## src/rtl/motion_cfg.svh

```systemverilog
// constants for the inertial sensor configuration core
`ifndef MOTION_CFG_SVH
`define MOTION_CFG_SVH

`define MCLK_HZ          10000000
`define BASE_RATE_HZ     8000
`define BASE_TICK_CYCLES (`MCLK_HZ / `BASE_RATE_HZ)
`define BASE_CNT_W       11
`define RATE_DIV_W       11
`define RATE_DIV_RST     11'h000
`define FS_SEL_W         2
`define RESULT_W         16
`define RESULT_RST       16'h0000
`define RAW_W            19
`define AXIS_CNT         6
`define GYRO_AXES        3
`define ST_STIMULUS      19'h01000
`define ADDR_UPPER       6'h34
`define ADDR_W           7
`define AXIS_SEL_W       3

`endif

```

## src/rtl/motion_pkg.sv

```systemverilog
// shared types for the inertial sensor configuration core
package motion_pkg;

  typedef struct packed {
    logic signed [15:0] z;
    logic signed [15:0] y;
    logic signed [15:0] x;
  } axis_result_t;

  typedef struct packed {
    axis_result_t accel;
    axis_result_t gyro;
  } sensor_results_t;

  typedef enum logic {
    CLK_RELAX_ONLY,
    CLK_AUTO_BEST
  } clk_src_sel_t;

  typedef enum logic {
    REF_RELAX_OSC,
    REF_GYRO_OSC
  } clk_ref_t;

endpackage

```

## src/rtl/axis_converter.sv

```systemverilog
// one sensing axis: self-test stimulus, range scaling and 16-bit result register
`timescale 1ns/10ps
`include "motion_cfg.svh"

module axis_converter #(
  parameter int RAW_W = `RAW_W
) (
  input  wire logic                     mclk,
  input  wire logic                     rst_b,
  input  wire logic                     sample,
  input  wire logic                     st_en,
  input  wire logic [`FS_SEL_W-1:0]     fs_sel,
  input  wire logic signed [RAW_W-1:0]  raw,
  input  wire logic signed [RAW_W-1:0]  stim,
  output logic signed [`RESULT_W-1:0]   result
);

  localparam logic signed [RAW_W:0] RES_MAX = (RAW_W+1)'((1 <<< (`RESULT_W-1)) - 1);
  localparam logic signed [RAW_W:0] RES_MIN = -RES_MAX - (RAW_W+1)'(1);

  logic signed [RAW_W:0]         stim_sum;
  logic signed [RAW_W:0]         scaled;
  logic signed [`RESULT_W-1:0]   next_result;

  // stimulus, range shift and saturation, held between samples
  always_comb begin
    stim_sum = {raw[RAW_W-1], raw} + (st_en ? {stim[RAW_W-1], stim} : '0);
    scaled   = stim_sum >>> fs_sel;
    if (scaled > RES_MAX) begin
      next_result = RES_MAX[`RESULT_W-1:0];
    end else if (scaled < RES_MIN) begin
      next_result = RES_MIN[`RESULT_W-1:0];
    end else begin
      next_result = scaled[`RESULT_W-1:0];
    end
    if (!sample) begin
      next_result = result;
    end
  end

  // result register
  always_ff @(posedge mclk or negedge rst_b) begin
    if (!rst_b) begin
      result <= `RESULT_RST;
    end else begin
      result <= next_result;
    end
  end
endmodule

```

## src/rtl/motion_sensor_core_config.sv

```systemverilog
// configuration, conversion, self-test, clock source and pin logic of the inertial sensor
// Operation
// - software picks angular-rate range 250/500/1000/2000 dps; outputs scaled to match.
// - angular-rate sample rate programmable from 8000 down to 3.9 samples per second.
// - every axis has its own converter giving an independent 16-bit result.
// - software picks acceleration range 2/4/8/16 g; outputs scaled to match.
// - on both serial types the device is only a slave, never starts transfers.
// - lowest two-wire address bit comes from the sampled address select pin level.
// - four-wire mode shares pins; data-out pin doubles as address select in two-wire.
// - each interrupt pin can drive push-pull or open-drain.
// - self-test per axis of both sensors, actuating the axis to show a response.
// - internal clock from PLL fed by relaxation oscillator or automatic best source.
// - one internal clock drives all synchronous logic, conditioning, converters and registers.
// - two-wire address is fixed upper six bits plus address select as lowest bit.
`timescale 1ns/10ps
`include "motion_cfg.svh"

module motion_sensor_core_config #(
  parameter int                   BASE_TICKS = `BASE_TICK_CYCLES,
  parameter logic signed [`RAW_W-1:0] GYRO_STIM  = `ST_STIMULUS,
  parameter logic signed [`RAW_W-1:0] ACCEL_STIM = `ST_STIMULUS
) (
  input  wire logic                                   mclk,
  input  wire logic                                   rst_b,
  input  wire logic                                   spi_mode,
  input  wire logic                                   serial_clk,
  input  wire logic                                   chip_select_low,
  input  wire logic                                   address_select_pin_in,
  output logic                                        address_select_pin_out,
  output logic                                        address_select_pin_oe,
  input  wire logic                                   spi_sdo_data,
  input  wire logic                                   spi_sdo_en,
  input  wire logic [`FS_SEL_W-1:0]                   gyro_fs_sel,
  input  wire logic [`FS_SEL_W-1:0]                   accel_fs_sel,
  input  wire logic [`RATE_DIV_W-1:0]                 rate_div,
  input  wire logic [`AXIS_CNT-1:0]                   self_test_en,
  input  wire logic [`GYRO_AXES-1:0][`RAW_W-1:0]      gyro_raw,
  input  wire logic [`GYRO_AXES-1:0][`RAW_W-1:0]      accel_raw,
  input  wire motion_pkg::clk_src_sel_t               clk_src_sel,
  input  wire logic                                   gyro_osc_ok,
  output motion_pkg::clk_ref_t                        pll_ref,
  input  wire logic [1:0]                             int_level,
  input  wire logic [1:0]                             int_open_drain,
  output logic                                        interrupt_out_primary_out,
  output logic                                        interrupt_out_primary_oe,
  output logic                                        interrupt_out_secondary_out,
  output logic                                        interrupt_out_secondary_oe,
  input  wire logic                                   soft_reset,
  output logic                                        needs_soft_reset,
  output logic [`ADDR_W-1:0]                          slave_address,
  input  wire logic [`AXIS_SEL_W-1:0]                 read_axis,
  output logic [`RESULT_W-1:0]                        read_data,
  output motion_pkg::sensor_results_t                 results,
  output logic                                        gyro_sample
);

  localparam logic [`BASE_CNT_W-1:0] BASE_LAST = `BASE_CNT_W'(BASE_TICKS - 1);

  // ------------------------------------------------------------
  // sample timing
  // ------------------------------------------------------------
  logic [`BASE_CNT_W-1:0]  base_cnt;
  logic [`BASE_CNT_W-1:0]  next_base_cnt;
  logic [`RATE_DIV_W-1:0]  div_cnt;
  logic [`RATE_DIV_W-1:0]  next_div_cnt;
  logic                    base_tick;
  logic                    next_base_tick;
  logic                    next_gyro_sample;

  // base tick at 8 kHz, gyro strobe every rate_div+1 ticks down to 3.9 Hz
  always_comb begin
    next_base_cnt    = (base_cnt == BASE_LAST) ? '0 : base_cnt + `BASE_CNT_W'(1);
    next_base_tick   = (base_cnt == BASE_LAST);
    next_div_cnt     = div_cnt;
    next_gyro_sample = 1'b0;
    if (next_base_tick) begin
      if (div_cnt >= rate_div) begin
        next_div_cnt     = '0;
        next_gyro_sample = 1'b1;
      end else begin
        next_div_cnt = div_cnt + `RATE_DIV_W'(1);
      end
    end
    if (soft_reset) begin
      next_base_cnt    = '0;
      next_div_cnt     = `RATE_DIV_RST;
      next_base_tick   = 1'b0;
      next_gyro_sample = 1'b0;
    end
  end

  // all sequential logic runs on the single internal clock mclk
  always_ff @(posedge mclk or negedge rst_b) begin
    if (!rst_b) begin
      base_cnt    <= '0;
      div_cnt     <= `RATE_DIV_RST;
      base_tick   <= 1'b0;
      gyro_sample <= 1'b0;
    end else begin
      base_cnt    <= next_base_cnt;
      div_cnt     <= next_div_cnt;
      base_tick   <= next_base_tick;
      gyro_sample <= next_gyro_sample;
    end
  end

  // ------------------------------------------------------------
  // per-axis converters
  // ------------------------------------------------------------
  logic [`AXIS_CNT-1:0][`RAW_W-1:0]     raw_all;
  logic [`AXIS_CNT-1:0][`RESULT_W-1:0]  result_all;

  assign raw_all = {accel_raw, gyro_raw};

  // gyro axes use the divided rate, accel axes every base tick
  for (genvar i = 0; i < `AXIS_CNT; i++) begin : g_axis
    axis_converter #(
      .RAW_W (`RAW_W)
    ) u_axis (
      .mclk   (mclk),
      .rst_b  (rst_b),
      .sample ((i < `GYRO_AXES) ? gyro_sample : base_tick),
      .st_en  (self_test_en[i]),
      .fs_sel ((i < `GYRO_AXES) ? gyro_fs_sel : accel_fs_sel),
      .raw    (raw_all[i]),
      .stim   ((i < `GYRO_AXES) ? GYRO_STIM : ACCEL_STIM),
      .result (result_all[i])
    );
  end

  assign results = motion_pkg::sensor_results_t'(result_all);

  // ------------------------------------------------------------
  // readout, power-up capture, clock source and pins
  // ------------------------------------------------------------
  function automatic logic [`RESULT_W-1:0] axis_pick(
    input logic [`AXIS_CNT-1:0][`RESULT_W-1:0] all,
    input logic [`AXIS_SEL_W-1:0]              sel
  );
    axis_pick = (sel < `AXIS_SEL_W'(`AXIS_CNT)) ? all[sel] : `RESULT_RST;
  endfunction

  logic                   boot_done;
  logic                   next_boot_done;
  logic                   next_needs_soft_reset;
  logic [`ADDR_W-1:0]     next_slave_address;
  logic [`RESULT_W-1:0]   next_read_data;
  motion_pkg::clk_ref_t   next_pll_ref;
  logic                   next_sdo_out;
  logic                   next_sdo_oe;
  logic [1:0]             next_int_out;
  logic [1:0]             next_int_oe;

  // next values for the pin side and configuration state
  always_comb begin
    next_boot_done        = 1'b1;
    next_slave_address    = slave_address;
    next_needs_soft_reset = needs_soft_reset;
    if (!boot_done) begin
      next_slave_address    = {`ADDR_UPPER, address_select_pin_in};
      next_needs_soft_reset = !serial_clk && !chip_select_low;
    end
    if (soft_reset) begin
      next_needs_soft_reset = 1'b0;
    end
    next_read_data = axis_pick(result_all, read_axis);
    next_pll_ref   = (clk_src_sel == motion_pkg::CLK_AUTO_BEST && gyro_osc_ok)
                     ? motion_pkg::REF_GYRO_OSC : motion_pkg::REF_RELAX_OSC;
    // the shared pin drives only when the host selects us in four-wire mode
    next_sdo_out = spi_sdo_data;
    next_sdo_oe  = spi_mode && !chip_select_low && spi_sdo_en;
    for (int k = 0; k < 2; k++) begin
      next_int_out[k] = int_open_drain[k] ? 1'b0 : int_level[k];
      next_int_oe[k]  = int_open_drain[k] ? int_level[k] : 1'b1;
    end
  end

  // output registers
  always_ff @(posedge mclk or negedge rst_b) begin
    if (!rst_b) begin
      boot_done                   <= 1'b0;
      needs_soft_reset            <= 1'b0;
      slave_address               <= {`ADDR_UPPER, 1'b0};
      read_data                   <= `RESULT_RST;
      pll_ref                     <= motion_pkg::REF_RELAX_OSC;
      address_select_pin_out      <= 1'b0;
      address_select_pin_oe       <= 1'b0;
      interrupt_out_primary_out   <= 1'b0;
      interrupt_out_primary_oe    <= 1'b0;
      interrupt_out_secondary_out <= 1'b0;
      interrupt_out_secondary_oe  <= 1'b0;
    end else begin
      boot_done                   <= next_boot_done;
      needs_soft_reset            <= next_needs_soft_reset;
      slave_address               <= next_slave_address;
      read_data                   <= next_read_data;
      pll_ref                     <= next_pll_ref;
      address_select_pin_out      <= next_sdo_out;
      address_select_pin_oe       <= next_sdo_oe;
      interrupt_out_primary_out   <= next_int_out[0];
      interrupt_out_primary_oe    <= next_int_oe[0];
      interrupt_out_secondary_out <= next_int_out[1];
      interrupt_out_secondary_oe  <= next_int_oe[1];
    end
  end
endmodule

```

## config.mk

```make
export PLATFORM = sky130hd
export DESIGN_NAME = motion_sensor_core_config
export DESIGN_NICKNAME = d
export VERILOG_FILES = /design/src/rtl/motion_pkg.sv /design/src/rtl/axis_converter.sv /design/src/rtl/motion_sensor_core_config.sv
export VERILOG_INCLUDE_DIRS = /design/src /design/src/rtl
export SDC_FILE = /design/constraint.sdc
export NUM_CORES = 1
export LEC_CHECK = 0
export ABC_CLOCK_PERIOD_IN_PS = 2700
export BUFFER_PORTS_ARGS = -buffer_cell sky130_fd_sc_hd__buf_4
export CAP_MARGIN = 20
export CORE_MARGIN = 5
export CORE_UTILIZATION = 40
export DETAILED_ROUTE_END_ITERATION = 16
export PLACE_DENSITY = 0.72
export SYNTH_ARGS = -nofsm -noshare
export SYNTH_HDL_FRONTEND = slang
export SYNTH_SLANG_ARGS = --single-unit
```

## constraint.sdc

```tcl
create_clock -name mclk -period 2.7 [get_ports mclk]
set_input_delay 0.405 -clock mclk [delete_from_list [all_inputs] [get_ports mclk]]
set_output_delay 0.405 -clock mclk [all_outputs]
set_load 0.1 [all_outputs]
```

Yosys cells after proc, flatten, opt, wreduce, memory -nomap -nowiden. Index checks and enable logic that the tools add are counted.

Flip-flop bits (word level): 146. Input bits: 153. Output and inout bits: 128.

Add/sub/neg operators: 8. Magnitude comparators: 15. Equal/unequal tests: 2. Shift-type cells: 6. Mux-type cells: 37. Reductions and logical operators: 7.

Operators with widths (number): 2-to-1 mux 16 bit (14); adder 20 bit (6); > comparator 20 x 16 -> 1 bit, second input constant (6); less-than comparator 20 x 16 -> 1 bit, second input constant (6); >>> shifter 20 x 2 -> 20 bit (6); 2-to-1 mux 13 bit (6); 2-to-1 mux 11 bit (5); binary-select mux 16 bit (select 3 bit) (1); adder 11 x 1 -> 11 bit, second input constant (2); == test 11 bit, second input constant (1); >= comparator 11 bit (1); 2-to-1 mux 1 bit (11); logical AND 1 bit (4); less-than comparator 3 x 4 -> 1 bit, second input constant (1); less-than comparator 3 bit, second input constant (1); logical NOT 1 bit (2); != test 2 bit, second input constant (1); nonzero test 2 bit (1).

Logic depth before layout (Yosys ltp). Gate-level depths: netlist of run 1.

Depth after elaboration: 6. Mapped depth: 10.

By module. A second synthesis of run 1 with hierarchy kept.

Cells, all modules: 2001. Area total of the unflattened synthesis: 17629.4 µm².

By module, submodules not included: axis_converter at g_axis[0].u_axis ... (times used 4, cells each 279, area each 2372.3 µm², seq. area each 400.4 µm²); motion_sensor_core_config (times used 1, cells each 284, area each 2987.9 µm², seq. area each 1251.2 µm²); axis_converter at g_axis[1].u_axis (times used 1, cells each 307, area each 2681.3 µm², seq. area each 400.4 µm²); axis_converter at g_axis[2].u_axis (times used 1, cells each 294, area each 2471.1 µm², seq. area each 400.4 µm²).

Least setup slack after synthesis of run 1. No wires, ideal clock.

Path kind: input port to flip-flop. Start point: in self_test_en[3]. End point: reg g_axis[3].u_axis.result[11]. Library setup time: 0.124 ns. Arrival: 2.237 ns. Required time: 2.576 ns. Path slack: 0.339 ns. Stages on the path: 10. Cell sequence: ha_1 -> ha_1 -> buf_2 -> nand2b_1 -> a211o_1 -> a21oi_2 -> nand3_2 -> o41ai_4 -> buf_6 -> a21oi_1.

Word-level cells in the longest chain between the ends: 6. Elaborated cells between the ends (all ways): 7. Classes of those cells: add/sub: 1; order compare: 2; shift: 1; mux: 3.

RTL lines: start, declared (RTL line motion_sensor_core_config.sv:36) `` input wire logic [`AXIS_CNT-1:0] self_test_en, ``; 2-to-1 mux 13 bit * (RTL line axis_converter.sv:27) `stim_sum = {raw[RAW_W-1], raw} + (st_en ? {stim[RAW_W-1], stim} : '0);`; adder 20 bit * (RTL line axis_converter.sv:27); >>> shifter 20 x 2 -> 20 bit * (RTL line axis_converter.sv:28) `scaled = stim_sum >>> fs_sel;`; less-than comparator 20 x 16 -> 1 bit (RTL line axis_converter.sv:31) `end else if (scaled < RES_MIN) begin`; 2-to-1 mux 16 bit (RTL line axis_converter.sv:31); 2-to-1 mux 16 bit * (RTL line axis_converter.sv:29) `if (scaled > RES_MAX) begin`; end signal, assigned (RTL line axis_converter.sv:44) `` result <= `RESULT_RST; ``; end signal, assigned (RTL line axis_converter.sv:46) `result <= next_result;`; end, declared (RTL line axis_converter.sv:15) `` output logic signed [`RESULT_W-1:0] result ``.

Every way passes the cells marked *; elsewhere a longest branch is shown, timed or not. A chain may end at the register's enable or synchronous reset.

Worst setup path after layout of run 1.
Start point: in self_test_en[3]. End point: reg g_axis[3].u_axis.result[14].

Same word-level chain as after synthesis.

==> results of run 1 <==
[state kept, by name, summed over array words and instances, names as in the netlist]
signal / cells
base_cnt: 11
gyro_sample: 1
slave_address: 1
interrupt_out_secondary_oe: 1
interrupt_out_secondary_out: 1
interrupt_out_primary_oe: 1
div_cnt: 11
pll_ref: 1
address_select_pin_oe: 1
interrupt_out_primary_out: 1
boot_done: 1
read_data: 16
address_select_pin_out: 1
base_tick: 1
needs_soft_reset: 1
g_axis.u_axis.result: 96
[layout make-up]
| cell class | instances | area (um^2) |
|---|---|---|
| multi-input combinational | 895 | 6560 |
| sequential | 146 | 3650 |
| clock buffer | 19 | 443 |
| clock inverter | 13 | 140 |
| tap | 341 | 427 |
| fill | 2467 | 13200 |
| antenna | 1 | 2.50 |
| inverter | 51 | 191 |
| timing repair buffer | 308 | 2370 |
[path summary, 6_finish.rpt]
kind | start | endpoint | slack [ps] | cells past startpoint
worst max register to register | div_cnt[8] | div_cnt[4] | 450 | 6
worst min-delay path | spi_sdo_data | address_select_pin_out | 80 | 1
min in group asynchronous | rst_b | interrupt_out_primary_out | 530 | 2
worst min register to register | slave_address[0] | slave_address[0] | 520 | 1
max in group asynchronous | rst_b | g_axis[4].u_axis.result[7] | 1500 | 3
worst max-delay path | self_test_en[3] | g_axis[3].u_axis.result[14] | 230 | 9
[stage by stage]
step / cell area, um^2 / std cells / hold WS [ps] / TNS (ps) / worst slack, ps
after CTS: 13800 / 1773 / 67.7 / 0 / 272
after detailed placement: 13200 / 1740 / 418 / -1240 / -162
after global placement: 13200 / 1740 / 411 / -470 / -88.7
final: 13800 / 1774 / 79.5 / 0 / 231
after global routing: 13800 / 1774 / 61.7 / 0 / 45.6
after floorplan: 11000 / 1196 / 109 / 0 / 339
[per-layer routing]
metal  vias up  global-route usage [%]  wire length, um
li1       4885                       -                -
met1      5164                    32.3            15900
met2       486                    38.6            17700
met3        57                    5.92             3360
met4        10                    7.07              938
met5         -                       0               79
[power by group through the flow]
stage / logic, mW / clock network [mW] / registers, mW
after global routing: 2.45 / 2.51 / 2.42
after detailed placement: 2.30 / 0 / 2.45
final: 2.31 / 2.38 / 2.41
after floorplan: 0.855 / 0 / 3.21
after CTS: 2.31 / 2.41 / 2.41
after global placement: 2.27 / 0 / 2.45
[critical path: stages]
cell       delay, ps
buf_4            110
ha_1             210
buf_4            160
a31o_2           240
a211oi_1         240
a2111oi_1        100
a211oi_2         900
o221ai_1         260
a21oi_2          190
[Yosys cell counts, drive strengths merged, types with 7 or more instances]
library cell	n
ha	26
a21oi	88
a211oi	12
o2111ai	7
nand2	90
nand4	17
dfrtp	146
mux2	16
o21a	8
a31oi	18
inv	50
clkbuf	35
o211ai	16
o22ai	43
buf	69
o21ai	62
a41oi	15
mux4	51
nand3	40
mux2i	53
a221o	15
and3	11
nand2b	16
xnor2	14
nor2	145
nor2b	16
xor2	14
[kinds of logic after synthesis]
logic type | share of synthesized area, %
adder cells (fa/ha/maj) | 2.98
AND/OR/NAND/NOR | 16.1
multiplexers | 17.0
other | 0.0687
flip-flops | 33.4
AO/OA/AOI/OAI | 21.4
XOR/XNOR | 2.24
buffers and inverters | 6.75
==> impl_metrics.toml, run 1 <==
[run_status]
outcome = "complete, no violations"

[detailed_routing]
routed_wl_um = 38100
first_pass_iters = 7
wire_per_inst_um = 21.4
drt_iter0_markers = 1046
routed_via_density = 5.98
vias = 10602
remaining_drc_errors = 0
drtAntennaViolNets = 0

[logic_synthesis]
synth-edff-count = 0
ys.flop_type = "dfrtp_1"
yosysWarningCount = 0
ys_async_sr_fraction_pct = 100
ys_seq_area_share_pct = 33.4
syn_inst = 1191
avgSynthCellArea_um2 = 9.18
synth_top_area_cell = "dfrtp_1"
ys_ff_latch = 146
synth_top_area_share_pct = 33.4
syn_area_um2 = 10900
ys_types = 80
yosys-top-cells-area = "dfrtp_1, mux4_2, nor2_1"

[power_and_ir_drop]
p_per_area_nw_per_um2 = 515
p_seq_share_pct = 34.0
ir_worst_vdd_mv = 0.314
p_leak_nw = 6.20
p_sw_mw = 2.75
p_clk_share_pct = 33.5
internal_power_mw = 4.35
switching_share_pct = 38.7
finalPower_mw = 7.10
combPwrFrac_pct = 32.5

[place]
hpwlAfterDp_um = 29600
port-buffer-count = 274
gp_congestion = 0.900

[floorplan]
io_pins = 281
start_util_pct = 40.6
fp.dieArea_um2 = 30700
num_rows = 60
die_w_um = 175
fp.coreArea_um2 = 27000
die_h_um = 175

[global_route]
grt_max_degree = 63
grt_overflow = 0
grt_antenna_before_repair = 6
grt_pass1_vias = 10066
grt_pass1_wl_um = 58000
grt_util_all_layers_pct = 24.0

[clocking]
clockBufferDepth = 2
cts_tree = "yes"
clkSinkCount = 146
cts_hold_buf = 1
cts_buffers = 17
clock-root-buffer = "clkbuf_16"
ctsResizeCount = 0
htree_levels = 4
cts_setup_buffers = 0
worst_skew_pair.late_latency_ps = 430
clk_pin_slew_ps = 70

[sta]
final-hold-violation-count = 0
setup_viol = 0
fin_worst_skew_ps = 11.2
min_period_ps = 2470
slew_headroom_pct = 29.2
post-route-period-util_pct = 91.5
max_freq_mhz = 405
worstMarginPinSlew_ps = 1060
rsz0062_at_grt = "false"
finalMaxSlewViolations = 0

[finish]
finish.utilization_pct = 51.2
final_cell_mix = "buf_4, nor2_1, dfrtp_1, nand2_1, a21oi_1"
layout_commonest_cell = "buf_4"
fin_nets = 1598
syn2layout_area_growth_pct = 26.1
drive_gt1_share_pct = 30.1

[worst_setup_path]
end_kind = "flip-flop"
cp_max_fo = 15
worstSetupPathType = "in2reg"
crit_required_ps = 3050
cp.arrival_ps = 2820
cp-start-kind = "primary input"

[flow_run]
maxCapViolCount = 0

[min_path]
min_path_type = "in2reg"
No activity file was read; power rests on OpenSTA's default activity.
==> run 2: changes to the inputs <==
- CORE_ASPECT_RATIO: not set -> 0.8
==> run 2 against run 1 <==
Net effect:
- final area about the same
- sequential power about the same
- final cell count up 1.4%
- clock skew down 2.8 ps
- first-iteration DRC count down 7.6%
- core utilization down 0.26 points
- global-route usage down 0.70 points
- largest power group unchanged
==> impl_metrics.toml, run 2 (synthesis gave the netlist of run 1 again) <==
[run_status]
outcome = "complete, no violations"

[clocking]
cts_hold_buf = 1
ctsResizeCount = 0
worst_skew_pair.late_latency_ps = 420
cts_tree = "yes"
cts_setup_buffers = 0
clkSinkCount = 146
clk_pin_slew_ps = 60
clockBufferDepth = 2
htree_levels = 4
clock-root-buffer = "clkbuf_16"
cts_buffers = 17

[worst_setup_path]
reg2reg_depth = 6
startpoint = "self_test_en[3]"
cp_common_cell = "ha_1"
crit_required_ps = 3050
r2r_start = "div_cnt[8]"
end_kind = "flip-flop"
crit_end = "g_axis[3].u_axis.result[14]"
cp.arrival_ps = 2770
critPathSlowestCell = "a211oi_2"
worstPathCellList = "buf_4 > ha_1 > ha_1 > nand4bb_1 > a21oi_1 > a2111oi_1 > a211oi_2 > o221ai_1 > a21oi_2"
cp_max_fo = 15
worstSetupPathType = "in2reg"
rrSetupSlack_ps = 580
r2r-end = "div_cnt[8]"
cp-start-kind = "primary input"
cpPeakStageDelay_ps = 880

[finish]
finish.utilization_pct = 50.9
top_register = "g_axis.u_axis.result"
final_cell_mix = "buf_4, nor2_1, dfrtp_1, nand2_1, a21oi_1"
regArea_um2 = 3650
layout_commonest_cell = "buf_4"
syn2layout_area_growth_pct = 26.1
largest_reg_flops = 96
largestRegisters = "g_axis.u_axis.result (96), read_data (16)"
multi_input_area_um2 = 6560
antennaDiodeCount = 0
fin_nets = 1600
fill_cells = 2529
drive_gt1_share_pct = 30.3

[floorplan]
num_rows = 54
fp.coreArea_um2 = 27100
start_util_pct = 40.4
die_w_um = 195
fp.dieArea_um2 = 30800
io_pins = 281
die_h_um = 158

[min_path]
whs_path_depth = 1
min_path_type = "in2reg"

[power_and_ir_drop]
p_seq_share_pct = 34.4
p_leak_nw = 6.19
internal_power_mw = 4.39
p_clk_share_pct = 32.9
p_sw_mw = 2.67
switching_share_pct = 37.8
ir_worst_vdd_mv = 0.390
p_per_area_nw_per_um2 = 512
combPwrFrac_pct = 32.7

[detailed_routing]
wire_per_inst_um = 20.6
routed_wl_um = 37100
first_pass_iters = 5
drtAntennaViolNets = 0
vias = 10508
drt_iter0_markers = 967
routed_via_density = 5.84
remaining_drc_errors = 0

[sta]
fin_worst_skew_ps = 8.36
min_period_ps = 2420
max_freq_mhz = 413
post-route-period-util_pct = 89.8
tns_ps = 0
slew_headroom_pct = 29.5
finalMaxSlewViolations = 0
rsz0062_at_grt = "false"
final-hold-violation-count = 0
worstMarginPinSlew_ps = 1060
setup_viol = 0

[place]
gp_congestion = 0.917
port-buffer-count = 274
hpwlAfterDp_um = 28800

[flow_run]
maxCapViolCount = 0

[global_route]
grt_max_degree = 74
grt_pass1_vias = 10073
grt_pass1_wl_um = 57000
grt_overflow = 0
grt_antenna_before_repair = 0
grt_util_all_layers_pct = 23.3
## run 2: worst max-delay path, delay by kind of cell
family,cells,cell delay (ps)
buffers and inverters,1,110
AND/OR/NAND/NOR,1,220
adder cells (fa/ha/maj),2,490
AO/OA/AOI/OAI,5,1540
## run 2: layout make-up
cell class | count | share of cell area (%)
multi-input combinational | 895 | 47.6
tap | 364 | 3.30
sequential | 146 | 26.5
inverter | 51 | 1.39
clock inverter | 11 | 0.735
clock buffer | 21 | 3.48
timing repair buffer | 310 | 17.0
## run 2: power by group through the flow
stage               Clock [mW]  Sequential (mW)  Combinational, mW
CTS                       2.37             2.43               2.30
floorplan                    0             3.21              0.855
detailed placement           0             2.47               2.30
finish                    2.33             2.43               2.31
global placement             0             2.47               2.27
global route              2.49             2.44               2.44
## run 2: worst min path at each step
stage,from,endpoint,slack [ps]
2_1_floorplan,rst_b,address_select_pin_oe,110
3_3_place_gp,rst_b,g_axis[3].u_axis.result[11],360
3_5_place_dp,rst_b,g_axis[3].u_axis.result[11],370
4_1_cts,spi_sdo_data,address_select_pin_out,70
5_1_grt,spi_sdo_data,address_select_pin_out,70
6_report,spi_sdo_data,address_select_pin_out,90
## run 2: per-layer routing
metal | share of wire, % | routed length, um | vias up | global-route usage, %
met1 | 42 | 15600 | 5127 | 31.1
li1 | - | - | 4888 | -
met4 | 1.7 | 625 | 0 | 5.92
met2 | 47 | 17300 | 449 | 37.7
met3 | 9.5 | 3520 | 44 | 6.89
met5 | 0 | 0 | - | 0
## run 2: per-stage QoR
stage	power (mW)	instances	setup WS [ps]	area (um^2)	hold slack [ps]
final	7.06	1798	276	13800	89.4
after global routing	7.37	1798	116	13800	68.2
after CTS	7.10	1798	323	13800	69.4
after detailed placement	4.76	1765	-90.6	13200	365
after global placement	4.74	1765	-31.3	13200	360
after floorplan	4.06	1196	339	11000	109
